## config.mk

```make
export PLATFORM = sky130hd
export DESIGN_NAME = fsc_top
export DESIGN_NICKNAME = d
export VERILOG_FILES = /design/src/fsc_pkg.sv /design/src/fsc_frame_if.sv /design/src/fsc_sync.sv /design/src/fsc_frame_rx.sv /design/src/fsc_top.sv
export VERILOG_INCLUDE_DIRS = /design/src /design/src/src
export SDC_FILE = /design/constraint.sdc
export NUM_CORES = 1
export LEC_CHECK = 0
export BUFFER_PORTS_ARGS = -buffer_cell sky130_fd_sc_hd__buf_4
export CORE_ASPECT_RATIO = 1.2
export CORE_MARGIN = 4
export CORE_UTILIZATION = 63
export CTS_CLUSTER_SIZE = 28
export DETAILED_ROUTE_END_ITERATION = 6
export MAX_ROUTING_LAYER = met4
export PLACE_DENSITY = 0.84
export SLEW_MARGIN = 5
export SYNTH_ARGS = -nofsm -noshare
export SYNTH_HDL_FRONTEND = slang
export SYNTH_SLANG_ARGS = --single-unit
```

## constraint.sdc

```tcl
create_clock -name clk_sys -period 8.6 [get_ports clk_sys]
set_input_delay 0.86 -clock clk_sys [delete_from_list [all_inputs] [get_ports clk_sys]]
set_output_delay 0.86 -clock clk_sys [all_outputs]
set_load 0.03 [all_outputs]
```

## src/fsc_params.svh

```systemverilog
// Opcodes, bit positions, reset values and timing counts of the flash status block
`ifndef FSC_PARAMS_SVH
`define FSC_PARAMS_SVH

`define FSC_OP_READ_STATUS 8'h05
`define FSC_OP_WRITE_ENABLE 8'h06
`define FSC_OP_WRITE_DISABLE 8'h04
`define FSC_OP_WRITE_STATUS 8'h01
`define FSC_OP_PAGE_PROGRAM 8'h02
`define FSC_OP_SECTOR_ERASE 8'h20
`define FSC_OP_BLOCK_ERASE 8'hd8
`define FSC_OP_CHIP_ERASE 8'h60

`define FSC_ST_BUSY 0
`define FSC_ST_WEL 1
`define FSC_ST_BP_LSB 2
`define FSC_ST_BP_MSB 5
`define FSC_ST_QE 6
`define FSC_ST_LOCK 7
`define FSC_CFG_TB 3
`define FSC_CFG_DC 7
`define FSC_BYTE_MSB 7

`define FSC_BP_RESET 4'h0
`define FSC_BIT_RESET 1'b0
`define FSC_BYTE_RESET 8'h00
`define FSC_ADDR_RESET 24'h000000
`define FSC_SYNC_RESET 4'hf

`define FSC_DUMMY_LONG 4'h8
`define FSC_DUMMY_SHORT 4'h6

`define FSC_CNT_OPCODE 3'h1
`define FSC_CNT_STATUS_ONLY 3'h2
`define FSC_CNT_WITH_CONFIG 3'h3
`define FSC_CNT_ADDRESS 3'h4
`define FSC_CNT_PROGRAM 3'h5
`define FSC_CNT_MAX 3'h7
`define FSC_BIT_LAST 3'h7
`define FSC_BIT_FIRST 3'h0

`define FSC_CLK_PERIOD_NS 4
`define FSC_WRITE_STATUS_CMD_TIME_NS 1000
`define FSC_WRITE_STATUS_CMD_CYCLES ((`FSC_WRITE_STATUS_CMD_TIME_NS + `FSC_CLK_PERIOD_NS - 1) / `FSC_CLK_PERIOD_NS)
`define FSC_TIMER_ZERO 12'h000
`define FSC_TIMER_ONE 12'h001

`endif

```

## src/fsc_pkg.sv

```systemverilog
// Types shared by the flash status block
package fsc_pkg;
  typedef logic [7:0] fsc_byte_t;
  typedef enum logic [1:0] {CMD_IDLE, CMD_OPCODE, CMD_READ_STATUS, CMD_COLLECT} fsc_cmd_e;
endpackage

```

## src/fsc_frame_if.sv

```systemverilog
// Serial frame events passed from the receiver to the command core
`timescale 1ns/1ps
`default_nettype none
interface fsc_frame_if;
  logic active;
  logic frame_start;
  logic frame_end;
  logic sclk_fall;
  logic byte_valid;
  logic [7:0] byte_data;
  logic [2:0] byte_count;
  logic [2:0] bit_count;
  modport rx (output active, frame_start, frame_end, sclk_fall, byte_valid, byte_data,
    byte_count, bit_count);
  modport core (input active, frame_start, frame_end, sclk_fall, byte_valid, byte_data,
    byte_count, bit_count);
endinterface
`default_nettype wire

```

## src/fsc_sync.sv

```systemverilog
// Two-flop synchroniser for pin inputs
`timescale 1ns/1ps
`default_nettype none
module fsc_sync #(
  parameter int WIDTH = 4,
  parameter logic [WIDTH-1:0] RESET_VALUE = '1
) (
  input wire logic clk_sys,
  input wire logic rst,
  input wire logic [WIDTH-1:0] d,
  output logic [WIDTH-1:0] q
);
  logic [WIDTH-1:0] meta_reg;

  always_ff @(posedge clk_sys or posedge rst) begin
    if (rst) begin
      meta_reg <= RESET_VALUE;
      q <= RESET_VALUE;
    end else begin
      meta_reg <= d;
      q <= meta_reg;
    end
  end
endmodule
`default_nettype wire

```

## src/fsc_frame_rx.sv

```systemverilog
// Serial frame receiver: finds clock edges and assembles bytes within a select frame
`timescale 1ns/1ps
`default_nettype none
module fsc_frame_rx
  import fsc_pkg::*;
(
  input wire logic clk_sys,
  input wire logic rst,
  input wire logic cs_n_s,
  input wire logic sclk_s,
  input wire logic si_s,
  fsc_frame_if.rx frm
);
  `include "fsc_params.svh"

  logic sclk_d_reg;
  logic cs_n_d_reg;
  fsc_byte_t shift_reg;
  logic rise_now;
  logic start_now;

  assign rise_now = ~cs_n_s & ~sclk_d_reg & sclk_s;
  assign start_now = cs_n_d_reg & ~cs_n_s;

  always_ff @(posedge clk_sys or posedge rst) begin
    if (rst) begin
      sclk_d_reg <= `FSC_BIT_RESET;
      cs_n_d_reg <= 1'b1;
      frm.active <= `FSC_BIT_RESET;
      frm.frame_start <= `FSC_BIT_RESET;
      frm.frame_end <= `FSC_BIT_RESET;
      frm.sclk_fall <= `FSC_BIT_RESET;
    end else begin
      sclk_d_reg <= sclk_s;
      cs_n_d_reg <= cs_n_s;
      frm.active <= ~cs_n_s;
      frm.frame_start <= start_now;
      frm.frame_end <= ~cs_n_d_reg & cs_n_s;
      frm.sclk_fall <= ~cs_n_s & sclk_d_reg & ~sclk_s;
    end
  end

  // Counts are cleared at the start of a frame so they still hold at its end
  always_ff @(posedge clk_sys or posedge rst) begin
    if (rst) begin
      shift_reg <= `FSC_BYTE_RESET;
      frm.bit_count <= `FSC_BIT_FIRST;
      frm.byte_count <= `FSC_BIT_FIRST;
      frm.byte_data <= `FSC_BYTE_RESET;
      frm.byte_valid <= `FSC_BIT_RESET;
    end else begin
      frm.byte_valid <= `FSC_BIT_RESET;
      if (start_now) begin
        frm.bit_count <= `FSC_BIT_FIRST;
        frm.byte_count <= `FSC_BIT_FIRST;
      end else if (rise_now) begin
        shift_reg <= {shift_reg[6:0], si_s};
        frm.bit_count <= frm.bit_count + 3'h1;
        if (frm.bit_count == `FSC_BIT_LAST) begin
          frm.byte_data <= {shift_reg[6:0], si_s};
          frm.byte_valid <= 1'b1;
          if (frm.byte_count != `FSC_CNT_MAX) begin
            frm.byte_count <= frm.byte_count + 3'h1;
          end
        end
      end
    end
  end
endmodule
`default_nettype wire

```

## src/fsc_top.sv

```systemverilog
// Status and configuration register logic of the serial flash with its command handling
`timescale 1ns/1ps
`default_nettype none
// Operation
// - Status-read opcode after select falls shifts status out on serial output.
// - Status read accepted any time, even busy, and repeats while clocked.
// - Upper data lines are ignored during status read.
// - Bit 0 reads 1 while program, erase or status write runs.
// - Program, erase, status write accepted only while write-enable latch is 1.
// - Program or erase on protected area ignored and clears write-enable latch.
// - Bits 5..2 are protect level, changed only by status write.
// - Chip erase runs only when all protect-level bits are zero.
// - Protect-level bits default to zero, memory unprotected.
// - Quad bit defaults 0; at 1 protect pin ignored, lock mode off.
// - Hardware lock when status-lock bit is 1 and protect pin low.
// - Hardware lock rejects status write, freezing lock and protect bits.
// - Config bit 3 one-time top/bottom select, default 0, set by status write.
// - Config bit 7 selects 8 dummy clocks at 1, 6 at 0.
// - Reserved config bits are written as don't care, read unreliable.
// - Write-enable command sets the write-enable latch.
// - Status write never touches busy or write-enable latch from its data.
// - Busy during status-write cycle; at end busy clears and latch clears.
module fsc_top
  import fsc_pkg::*;
(
  input wire logic clk_sys,
  input wire logic rst,
  input wire logic cs_n,
  input wire logic sclk,
  input wire logic si,
  input wire logic write_protect_pin,
  input wire logic array_addr_protected,
  input wire logic array_op_done,
  output logic so,
  output logic so_oe_n,
  output logic array_op_start,
  output logic [7:0] array_op_code,
  output logic [23:0] array_op_addr,
  output logic [3:0] protect_level,
  output logic protect_from_bottom,
  output logic quad_io_enable,
  output logic [3:0] dummy_cycle_count
);
  `include "fsc_params.svh"

  fsc_frame_if frm ();
  logic cs_n_s;
  logic sclk_s;
  logic si_s;
  logic wp_s;

  fsc_sync #(.WIDTH(4), .RESET_VALUE(`FSC_SYNC_RESET)) u_sync (
    .clk_sys(clk_sys),
    .rst(rst),
    .d({cs_n, sclk, si, write_protect_pin}),
    .q({cs_n_s, sclk_s, si_s, wp_s})
  );

  fsc_frame_rx u_rx (
    .clk_sys(clk_sys),
    .rst(rst),
    .cs_n_s(cs_n_s),
    .sclk_s(sclk_s),
    .si_s(si_s),
    .frm(frm)
  );

  fsc_cmd_e state_reg;
  fsc_byte_t opcode_reg;
  fsc_byte_t status_data_reg;
  fsc_byte_t config_data_reg;
  logic [23:0] addr_reg;
  logic [11:0] write_status_cmd_timer_reg;
  logic array_busy_reg;
  logic wel_reg;
  logic [3:0] bp_reg;
  logic qe_reg;
  logic lock_reg;
  logic tb_reg;
  logic dc_reg;
  fsc_byte_t out_shift_reg;
  logic [2:0] out_ptr_reg;
  logic so_reg;
  logic so_oe_n_reg;
  logic op_start_reg;
  fsc_byte_t op_code_reg;
  logic [3:0] dummy_reg;

  logic busy;
  logic hw_lock;
  fsc_byte_t flash_status_byte;
  logic end_ok;
  logic cnt_one;
  logic is_pe_op;
  logic pe_len_ok;
  logic write_enable_cmd_go;
  logic wrdi_go;
  logic write_status_cmd_go;
  logic pe_cmd;
  logic pe_refused;
  logic pe_go;
  logic write_status_cmd_done;
  logic array_done;

  assign busy = (write_status_cmd_timer_reg != `FSC_TIMER_ZERO) || array_busy_reg;
  // Quad mode drops the pin function, so lock cannot engage there
  assign hw_lock = lock_reg & ~wp_s & ~qe_reg;
  assign flash_status_byte = {lock_reg, qe_reg, bp_reg, wel_reg, busy};

  // Commands act only when select rises exactly on a byte boundary
  assign end_ok = frm.frame_end && (state_reg == CMD_COLLECT) && (frm.bit_count == `FSC_BIT_FIRST);
  assign cnt_one = frm.byte_count == `FSC_CNT_OPCODE;
  assign is_pe_op = (opcode_reg == `FSC_OP_PAGE_PROGRAM) || (opcode_reg == `FSC_OP_SECTOR_ERASE) ||
    (opcode_reg == `FSC_OP_BLOCK_ERASE) || (opcode_reg == `FSC_OP_CHIP_ERASE);
  always_comb begin
    pe_len_ok = 1'b0;
    if (opcode_reg == `FSC_OP_CHIP_ERASE) begin
      pe_len_ok = cnt_one;
    end else if (opcode_reg == `FSC_OP_PAGE_PROGRAM) begin
      pe_len_ok = frm.byte_count >= `FSC_CNT_PROGRAM;
    end else begin
      pe_len_ok = frm.byte_count == `FSC_CNT_ADDRESS;
    end
  end

  assign write_enable_cmd_go = end_ok && cnt_one && (opcode_reg == `FSC_OP_WRITE_ENABLE) && !busy;
  assign wrdi_go = end_ok && cnt_one && (opcode_reg == `FSC_OP_WRITE_DISABLE) && !busy;
  assign write_status_cmd_go = end_ok && (opcode_reg == `FSC_OP_WRITE_STATUS) && wel_reg && !busy &&
    !hw_lock && ((frm.byte_count == `FSC_CNT_STATUS_ONLY) ||
    (frm.byte_count == `FSC_CNT_WITH_CONFIG));
  assign pe_cmd = end_ok && is_pe_op && pe_len_ok && wel_reg && !busy;
  assign pe_refused = pe_cmd && ((opcode_reg == `FSC_OP_CHIP_ERASE) ?
    (bp_reg != `FSC_BP_RESET) : array_addr_protected);
  assign pe_go = pe_cmd && !pe_refused;
  assign write_status_cmd_done = write_status_cmd_timer_reg == `FSC_TIMER_ONE;
  assign array_done = array_busy_reg && array_op_done;

  // Status read is taken regardless of busy
  always_ff @(posedge clk_sys or posedge rst) begin
    if (rst) begin
      state_reg <= CMD_IDLE;
      opcode_reg <= `FSC_BYTE_RESET;
    end else if (frm.frame_start) begin
      state_reg <= CMD_OPCODE;
    end else if (frm.frame_end || !frm.active) begin
      state_reg <= CMD_IDLE;
    end else if (frm.byte_valid && (state_reg == CMD_OPCODE)) begin
      opcode_reg <= frm.byte_data;
      state_reg <= (frm.byte_data == `FSC_OP_READ_STATUS) ? CMD_READ_STATUS : CMD_COLLECT;
    end
  end

  always_ff @(posedge clk_sys or posedge rst) begin
    if (rst) begin
      addr_reg <= `FSC_ADDR_RESET;
      status_data_reg <= `FSC_BYTE_RESET;
      config_data_reg <= `FSC_BYTE_RESET;
    end else if (frm.byte_valid && (state_reg == CMD_COLLECT)) begin
      if (frm.byte_count <= `FSC_CNT_ADDRESS) begin
        addr_reg <= {addr_reg[15:0], frm.byte_data};
      end
      if (frm.byte_count == `FSC_CNT_STATUS_ONLY) begin
        status_data_reg <= frm.byte_data;
      end
      if (frm.byte_count == `FSC_CNT_WITH_CONFIG) begin
        config_data_reg <= frm.byte_data;
      end
    end
  end

  // Program or erase refusals and completions clear the latch; set and clear never meet since set needs idle
  always_ff @(posedge clk_sys or posedge rst) begin
    if (rst) begin
      wel_reg <= `FSC_BIT_RESET;
    end else if (write_enable_cmd_go) begin
      wel_reg <= 1'b1;
    end else if (wrdi_go || pe_refused || write_status_cmd_done || array_done) begin
      wel_reg <= `FSC_BIT_RESET;
    end
  end

  always_ff @(posedge clk_sys or posedge rst) begin
    if (rst) begin
      write_status_cmd_timer_reg <= `FSC_TIMER_ZERO;
    end else if (write_status_cmd_go) begin
      write_status_cmd_timer_reg <= 12'(`FSC_WRITE_STATUS_CMD_CYCLES);
    end else if (write_status_cmd_timer_reg != `FSC_TIMER_ZERO) begin
      write_status_cmd_timer_reg <= write_status_cmd_timer_reg - 12'h001;
    end
  end

  always_ff @(posedge clk_sys or posedge rst) begin
    if (rst) begin
      array_busy_reg <= `FSC_BIT_RESET;
      op_start_reg <= `FSC_BIT_RESET;
      op_code_reg <= `FSC_BYTE_RESET;
    end else begin
      op_start_reg <= pe_go;
      if (pe_go) begin
        array_busy_reg <= 1'b1;
        op_code_reg <= opcode_reg;
      end else if (array_op_done) begin
        array_busy_reg <= `FSC_BIT_RESET;
      end
    end
  end

  // Non-volatile bits come up at factory defaults; data never reaches busy or latch
  always_ff @(posedge clk_sys or posedge rst) begin
    if (rst) begin
      bp_reg <= `FSC_BP_RESET;
      qe_reg <= `FSC_BIT_RESET;
      lock_reg <= `FSC_BIT_RESET;
    end else if (write_status_cmd_go) begin
      bp_reg <= status_data_reg[`FSC_ST_BP_MSB:`FSC_ST_BP_LSB];
      qe_reg <= status_data_reg[`FSC_ST_QE];
      lock_reg <= status_data_reg[`FSC_ST_LOCK];
    end
  end

  // Reserved config bits are dropped; top/bottom can only be set, never cleared
  always_ff @(posedge clk_sys or posedge rst) begin
    if (rst) begin
      tb_reg <= `FSC_BIT_RESET;
      dc_reg <= `FSC_BIT_RESET;
      dummy_reg <= `FSC_DUMMY_SHORT;
    end else begin
      dummy_reg <= dc_reg ? `FSC_DUMMY_LONG : `FSC_DUMMY_SHORT;
      if (write_status_cmd_go && (frm.byte_count == `FSC_CNT_WITH_CONFIG)) begin
        tb_reg <= tb_reg | config_data_reg[`FSC_CFG_TB];
        dc_reg <= config_data_reg[`FSC_CFG_DC];
      end
    end
  end

  // Each new byte snapshots the live status so busy changes show on the next byte
  always_ff @(posedge clk_sys or posedge rst) begin
    if (rst) begin
      out_shift_reg <= `FSC_BYTE_RESET;
      out_ptr_reg <= `FSC_BIT_FIRST;
      so_reg <= `FSC_BIT_RESET;
      so_oe_n_reg <= 1'b1;
    end else if (frm.frame_end || !frm.active || (state_reg != CMD_READ_STATUS)) begin
      out_ptr_reg <= `FSC_BIT_FIRST;
      so_reg <= `FSC_BIT_RESET;
      so_oe_n_reg <= 1'b1;
    end else if (frm.sclk_fall) begin
      so_oe_n_reg <= `FSC_BIT_RESET;
      out_ptr_reg <= out_ptr_reg + 3'h1;
      if (out_ptr_reg == `FSC_BIT_FIRST) begin
        so_reg <= flash_status_byte[`FSC_BYTE_MSB];
        out_shift_reg <= {flash_status_byte[6:0], 1'b0};
      end else begin
        so_reg <= out_shift_reg[`FSC_BYTE_MSB];
        out_shift_reg <= {out_shift_reg[6:0], 1'b0};
      end
    end
  end
  // Upper data lines have no port at all, so their levels cannot disturb a status read

  assign so = so_reg;
  assign so_oe_n = so_oe_n_reg;
  assign array_op_start = op_start_reg;
  assign array_op_code = op_code_reg;
  assign array_op_addr = addr_reg;
  assign protect_level = bp_reg;
  assign protect_from_bottom = tb_reg;
  assign quad_io_enable = qe_reg;
  assign dummy_cycle_count = dummy_reg;
endmodule
`default_nettype wire

```

# Yosys cells after proc, flatten, opt, wreduce, memory -nomap -nowiden
# Index checks and enable logic that the tools add are counted.
[word_totals]
regBits = 134
in_bits = 8
out_inout_bits = 45
wordCells = 163
[classes]
n_addsub = 4
n_lt_le_gt_ge = 2
n_eq_ne = 18
n_mux = 31
bitwise_logic = 19
reduce_logical = 56
[ops]
columns = ["operator", "n"]
rows = [
  ["$eq A8 B3 Y1 const B", 3],
  ["$mux W12", 2],
  ["$mux W3", 8],
  ["$logic_and A1 B1 Y1", 22],
  ["$mux W1", 16],
  ["$reduce_bool A2 Y1", 7],
  ["$eq A12 B1 Y1 const B", 1],
  ["$reduce_bool A12 Y1", 1],
  ["$sub A12 B1 Y12 const B", 1],
  ["$logic_or A1 B1 Y1", 10],
  ["$not A1 Y1", 10],
  ["$reduce_and A2 Y1", 5],
  ["$add A3 B1 Y3 const B", 3],
  ["$reduce_and A3 Y1", 3],
  ["$and A1 B1 Y1", 8],
  ["$eq A8 B1 Y1 const B", 1],
  ["$eq A8 B2 Y1 const B", 1],
  ["$eq A8 B6 Y1 const B", 1],
  ["$eq A8 B7 Y1 const B", 1],
  ["$eq A8 B8 Y1 const B", 1],
  ["$mux W8", 1],
  ["$eq A3 B2 Y1 const B", 2],
  ["$eq A3 B3 Y1 const B", 2],
  ["$logic_not A3 Y1", 2],
  ["13 further kinds", 18],
]

# Logic depth before layout (Yosys ltp)
[depth]
ltp_word = 14
ltp_mapped = 9
mapped_depth_nobuf = 7

# By module
# From an unflattened synthesis, not the netlist that was laid out.
[hier_totals]
cells_unflattened = 397
hier_area_um2 = 5262.5
[modules_own_cells]
columns = ["module", "instances", "cells_each", "area_each_um2", "seq_area_each_um2"]
rows = [
  ["fsc_top", 1, 310, 3910.0, 2179.6],
  ["fsc_frame_rx", 1, 78, 1138.6, 701.9],
  ["fsc_sync", 1, 9, 214.0, 210.2],
]

# Worst setup path before layout
# OpenSTA, ideal clock, no wires.
[synth_path]
kind = "register -> register"
start = "register write_status_cmd_timer_reg[5]"
end = "register lock_reg"
setup_time_ps = 125
t_arrival_ps = 2371
required_time_ps = 8475
setup_slack_ps = 6105
path_stages_with_launch = 8
path_buffers = 3
period_less_slack_ps = 2495
path_cell_list = "dfrtp_1 > or4_1 > buf_6 > or4_1 > buf_2 > nor4_4 > buf_4 > mux2_2"
[synth_between]
elab_chain_cells = 6
[synth_lines]
columns = ["element", "line", "source"]
rows = [
  ["from (decl)", "fsc_top.sv:73", "logic [11:0] write_status_cmd_timer_reg;"],
  ["from (signal assigned)", "fsc_top.sv:184", "write_status_cmd_timer_reg <= `FSC_TIMER_ZERO;"],
  ["from (signal assigned)", "fsc_top.sv:186", "write_status_cmd_timer_reg <= 12'(`FSC_WRITE_STATUS_CMD_CYCLES);"],
  ["from (signal assigned)", "fsc_top.sv:188", "write_status_cmd_timer_reg <= write_status_cmd_timer_reg - 12'h001;"],
  ["$reduce_bool A12 Y1 (no source line)", "-", ""],
  ["$logic_or A1 B1 Y1", "fsc_top.sv:105", "assign busy = (write_status_cmd_timer_reg != `FSC_TIMER_ZERO) || array_busy_reg;"],
  ["$logic_not A1 Y1", "fsc_top.sv:128", "assign write_status_cmd_go = end_ok && (opcode_reg == `FSC_OP_WRITE_STATUS) && wel_reg && !busy &&"],
  ["$logic_and A1 B1 Y1 (3 in a row)", "fsc_top.sv:128", ""],
  ["to (signal assigned)", "fsc_top.sv:213", "lock_reg <= `FSC_BIT_RESET;"],
  ["to (signal assigned)", "fsc_top.sv:217", "lock_reg <= status_data_reg[`FSC_ST_LOCK];"],
  ["to (decl)", "fsc_top.sv:78", "logic lock_reg;"],
]
# No other way between the ends.
# A chain may end at the register's enable or synchronous reset.

# Worst setup path in the final report
# Same ends and word-level chain as after synthesis.

==> run_results.csv <==
group,metric,value,unit
run_status,status,"finished clean",
sta,fin_tns_setup,0,ps
synthesis,ys_seq_elements,123,
cells_and_area,n_fill_cell,462,
synthesis,synth-edff-count,0,
clocking,root_buffer,"clkbuf_8",
clocking,cts_resized,0,
sta,finalMaxSlewViolations,0,
setup_path,cp_cell_sequence,"or4_1 > or4_1 > nor4_4 > mux2_2",
die,io_pins,53,
cells_and_area,seqCellArea,3092,µm²
die,die_x,91.43,µm
route,dr.max_layer_used,"met4",
setup_path,required,9000,ps
setup_path,rr_endpoint,"lock_reg",
die,rows,36,
sta,setup_viol,0,
synthesis,syn_nets,427,
cells_and_area,synthToLayoutAreaGrowth,20.38,%
sta,finalCritPeriodShare,33.92,%
sta,fin_skew,5.852,ps
cells_and_area,largest_reg_flops,24,
grt,grt_usage,23.39,%
clocking,hold_buffers,0,
route,antenna_left,0,
sta,rsz0062_at_grt,"false",
route,wl_met3,347,µm
setup_path,start_kind,"register",
cells_and_area,layout_common_cells,"dfrtp_1 (112), mux2_2 (66), buf_4 (53), nand2_1 (28), inv_1 (17)",
setup_path,rr_startpoint,"write_status_cmd_timer_reg[5]",
route,met1_length,4249,µm
setup_path,reg2reg_slack,5680,ps
setup_path,critPathLaunch,"write_status_cmd_timer_reg[5]",
power,power_density,215.4,nW/µm²
synthesis,synth_warnings,0,
die,die_h,108.1,µm
setup_path,critPathMaxFanout,11,
grt,gr-total-overflow,0,
setup_path,path_buf_inv,0,
clocking,cts_sinks,123,
cells_and_area,layout_commonest_cell,"dfrtp_1",
setup_path,cp.arrival,3310,ps
grt,grt_pass1_wl,17340,µm
setup_path,worstSetupPathType,"reg -> reg",
setup_path,critical-path-top-delay-family,"simple AND/OR/NAND/NOR gates",
cells_and_area,n_antenna_cell,0,
setup_path,cp-endpoint,"lock_reg",
grt,grt_pass1_vias,3429,
clocking,h-tree-depth,4,
route,wl_met2,5366,µm
min_path,hp-class,"reg -> reg",
setup_path,slowest_stage,"or4_1",
clocking,cts_buffer_depth,2,
route,drc_errors,0,
route,wire_per_inst,17.34,µm
die,die_area,9885,µm²
power,irDropWorstVdd,0.0001869,V
route,drt_wl_total,10220,µm
clocking,clk-insertion-delay-late,510,ps
synthesis,synth_async_sr_flop_share,100.0,%
cells_and_area,nets,484,
sta,relSlewSlack,33.13,%
sta,final.min_clock_period,2917,ps
synthesis,synthCells,405,
synthesis,seq_area_frac_synth,58.75,%
die,start_util,64.55,%
clocking,path_clk_slew,50,ps
run,cap_violations,0,
setup_path,reg2reg_depth,4,
sta,max_freq,342.8,MHz
cells_and_area,multi_input_area,2031,µm²
clocking,cts_tree,"built",
setup_path,cp.depth,4,
placed_design,gp_congestion,0.8710,
cells_and_area,final_util,77.70,%
setup_path,crit_top_cell,"or4_1",
sta,hold_viol_final,0,
setup_path,endpoint_kind,"register",
grt,antenna_found_initial,0,
clocking,cts_buffers,17,
sta,tightest_slew,990.4,ps
placed_design,portBuffers,51,
synthesis,synth_cell_types,53,
die,coreArea,8153,µm²
route,viasPerCell,5.649,
placed_design,dp_hpwl,6602,µm
power,p_leak,3.122,nW
synthesis,synth.cell_area,5263,µm²
synthesis,synth_ff_type,"dfrtp_1",
route,dr.pass1.iters,4,
grt,grt_max_degree,71,
route,dr.first_iter.drc_count,234,
clocking,post_cts_buffers,0,
setup_path,cpPeakStageDelay,740,ps
cells_and_area,drive_gt1_share,36.42,%
synthesis,syn_area_per_cell,12.99,µm²
route,vias,3327,
per-layer routing:
| layer | vias up | global-route usage, % |
|---|---|---|
| li1 | 1551 | - |
| met2 | 70 | 37.60 |
| met3 | 23 | 5.428 |
| met5 | - | - |
| met4 | 0 | 10.99 |
| met1 | 1683 | 28.21 |
where the power goes:
part           total [W]  internal (W)  switching [W]  leakage, nW
clock           0.000719      0.000485       0.000234        0.290
sequential      0.000608      0.000596      0.0000120         1.66
combinational  0.0000372     0.0000151      0.0000220         1.17
metrics by stage:
| stage | total power, W | cell area (µm²) | hold slack, ps | setup slack [ps] | instances |
|---|---|---|---|---|---|
| 2_1_floorplan | 0.0006417 | 5263 | 345.2 | 4487 | 405 |
| 3_3_place_gp | 0.0006511 | 5733 | 345.3 | 5783 | 557 |
| 3_5_place_dp | 0.0006545 | 5733 | 349.6 | 5721 | 557 |
| 4_1_cts | 0.001378 | 6335 | 355.3 | 5698 | 589 |
| 5_1_grt | 0.001413 | 6335 | 358.9 | 5547 | 589 |
| 6_report | 0.001364 | 6335 | 354.9 | 5683 | 589 |
logic make-up after synthesis:
logic type                 count (synthesis)  share of synthesized area (%)
adders and majority gates                 14                          3.329
buffers and inverters                     33                          2.734
muxes                                     75                          15.83
DFF                                      123                          58.75
and+or+nand+nor                          112                          13.01
AOI/OAI and AO/OA                         35                          4.280
other                                      1                        0.07126
xor gates and xnor gates                  12                          1.997
worst min-delay path by stage:
stage	startpoint	end	slack [ps]	depth (start not counted)
final	u_sync.meta_reg[0]	u_sync.q[0]	350	0
after CTS	u_sync.meta_reg[0]	u_sync.q[0]	360	0
after detailed placement	u_sync.meta_reg[3]	u_sync.q[3]	350	0
after floorplan	u_sync.meta_reg[0]	u_sync.q[0]	350	0
after global routing	u_sync.meta_reg[3]	u_sync.q[3]	360	0
after global placement	u_sync.meta_reg[2]	u_sync.q[2]	350	0
cell usage after synthesis, types with 2 or more instances:
library cell,number,area share (%)
dfrtp_1,112,53
mux2_2,66,14
nand2_1,28,2.0
inv_1,18,1.3
nor2_1,15,1.1
ha_1,14,3.3
dfstp_2,11,5.5
o21ai_0,11,1.0
clkbuf_1,10,0.71
mux2i_1,9,1.7
nor3_1,8,0.76
nor2b_1,7,0.83
nor4_1,7,0.83
a21oi_1,6,0.57
xnor2_1,6,1.0
xor2_1,6,1.0
nand2b_1,5,0.59
nand4_1,5,0.59
nor3b_1,5,0.71
or3_1,5,0.59
a211oi_1,3,0.43
buf_4,3,0.43
nand3_1,3,0.29
nor4_4,3,1.2
nor4b_1,3,0.50
o22ai_1,3,0.36
a31o_2,2,0.33
a31oi_1,2,0.24
and2b_2,2,0.33
nand4b_1,2,0.33
nor4bb_1,2,0.38
or4_1,2,0.29
final cells by class:
type                       instances  area share (%)
multi-input combinational        249           32.06
clock inverter                     7           2.173
clock buffer                      25           7.328
inverter                          18           1.106
tap                              114           2.252
sequential                       123           48.81
timing repair buffer              53           6.281
Power figures use the tool's default switching activity.
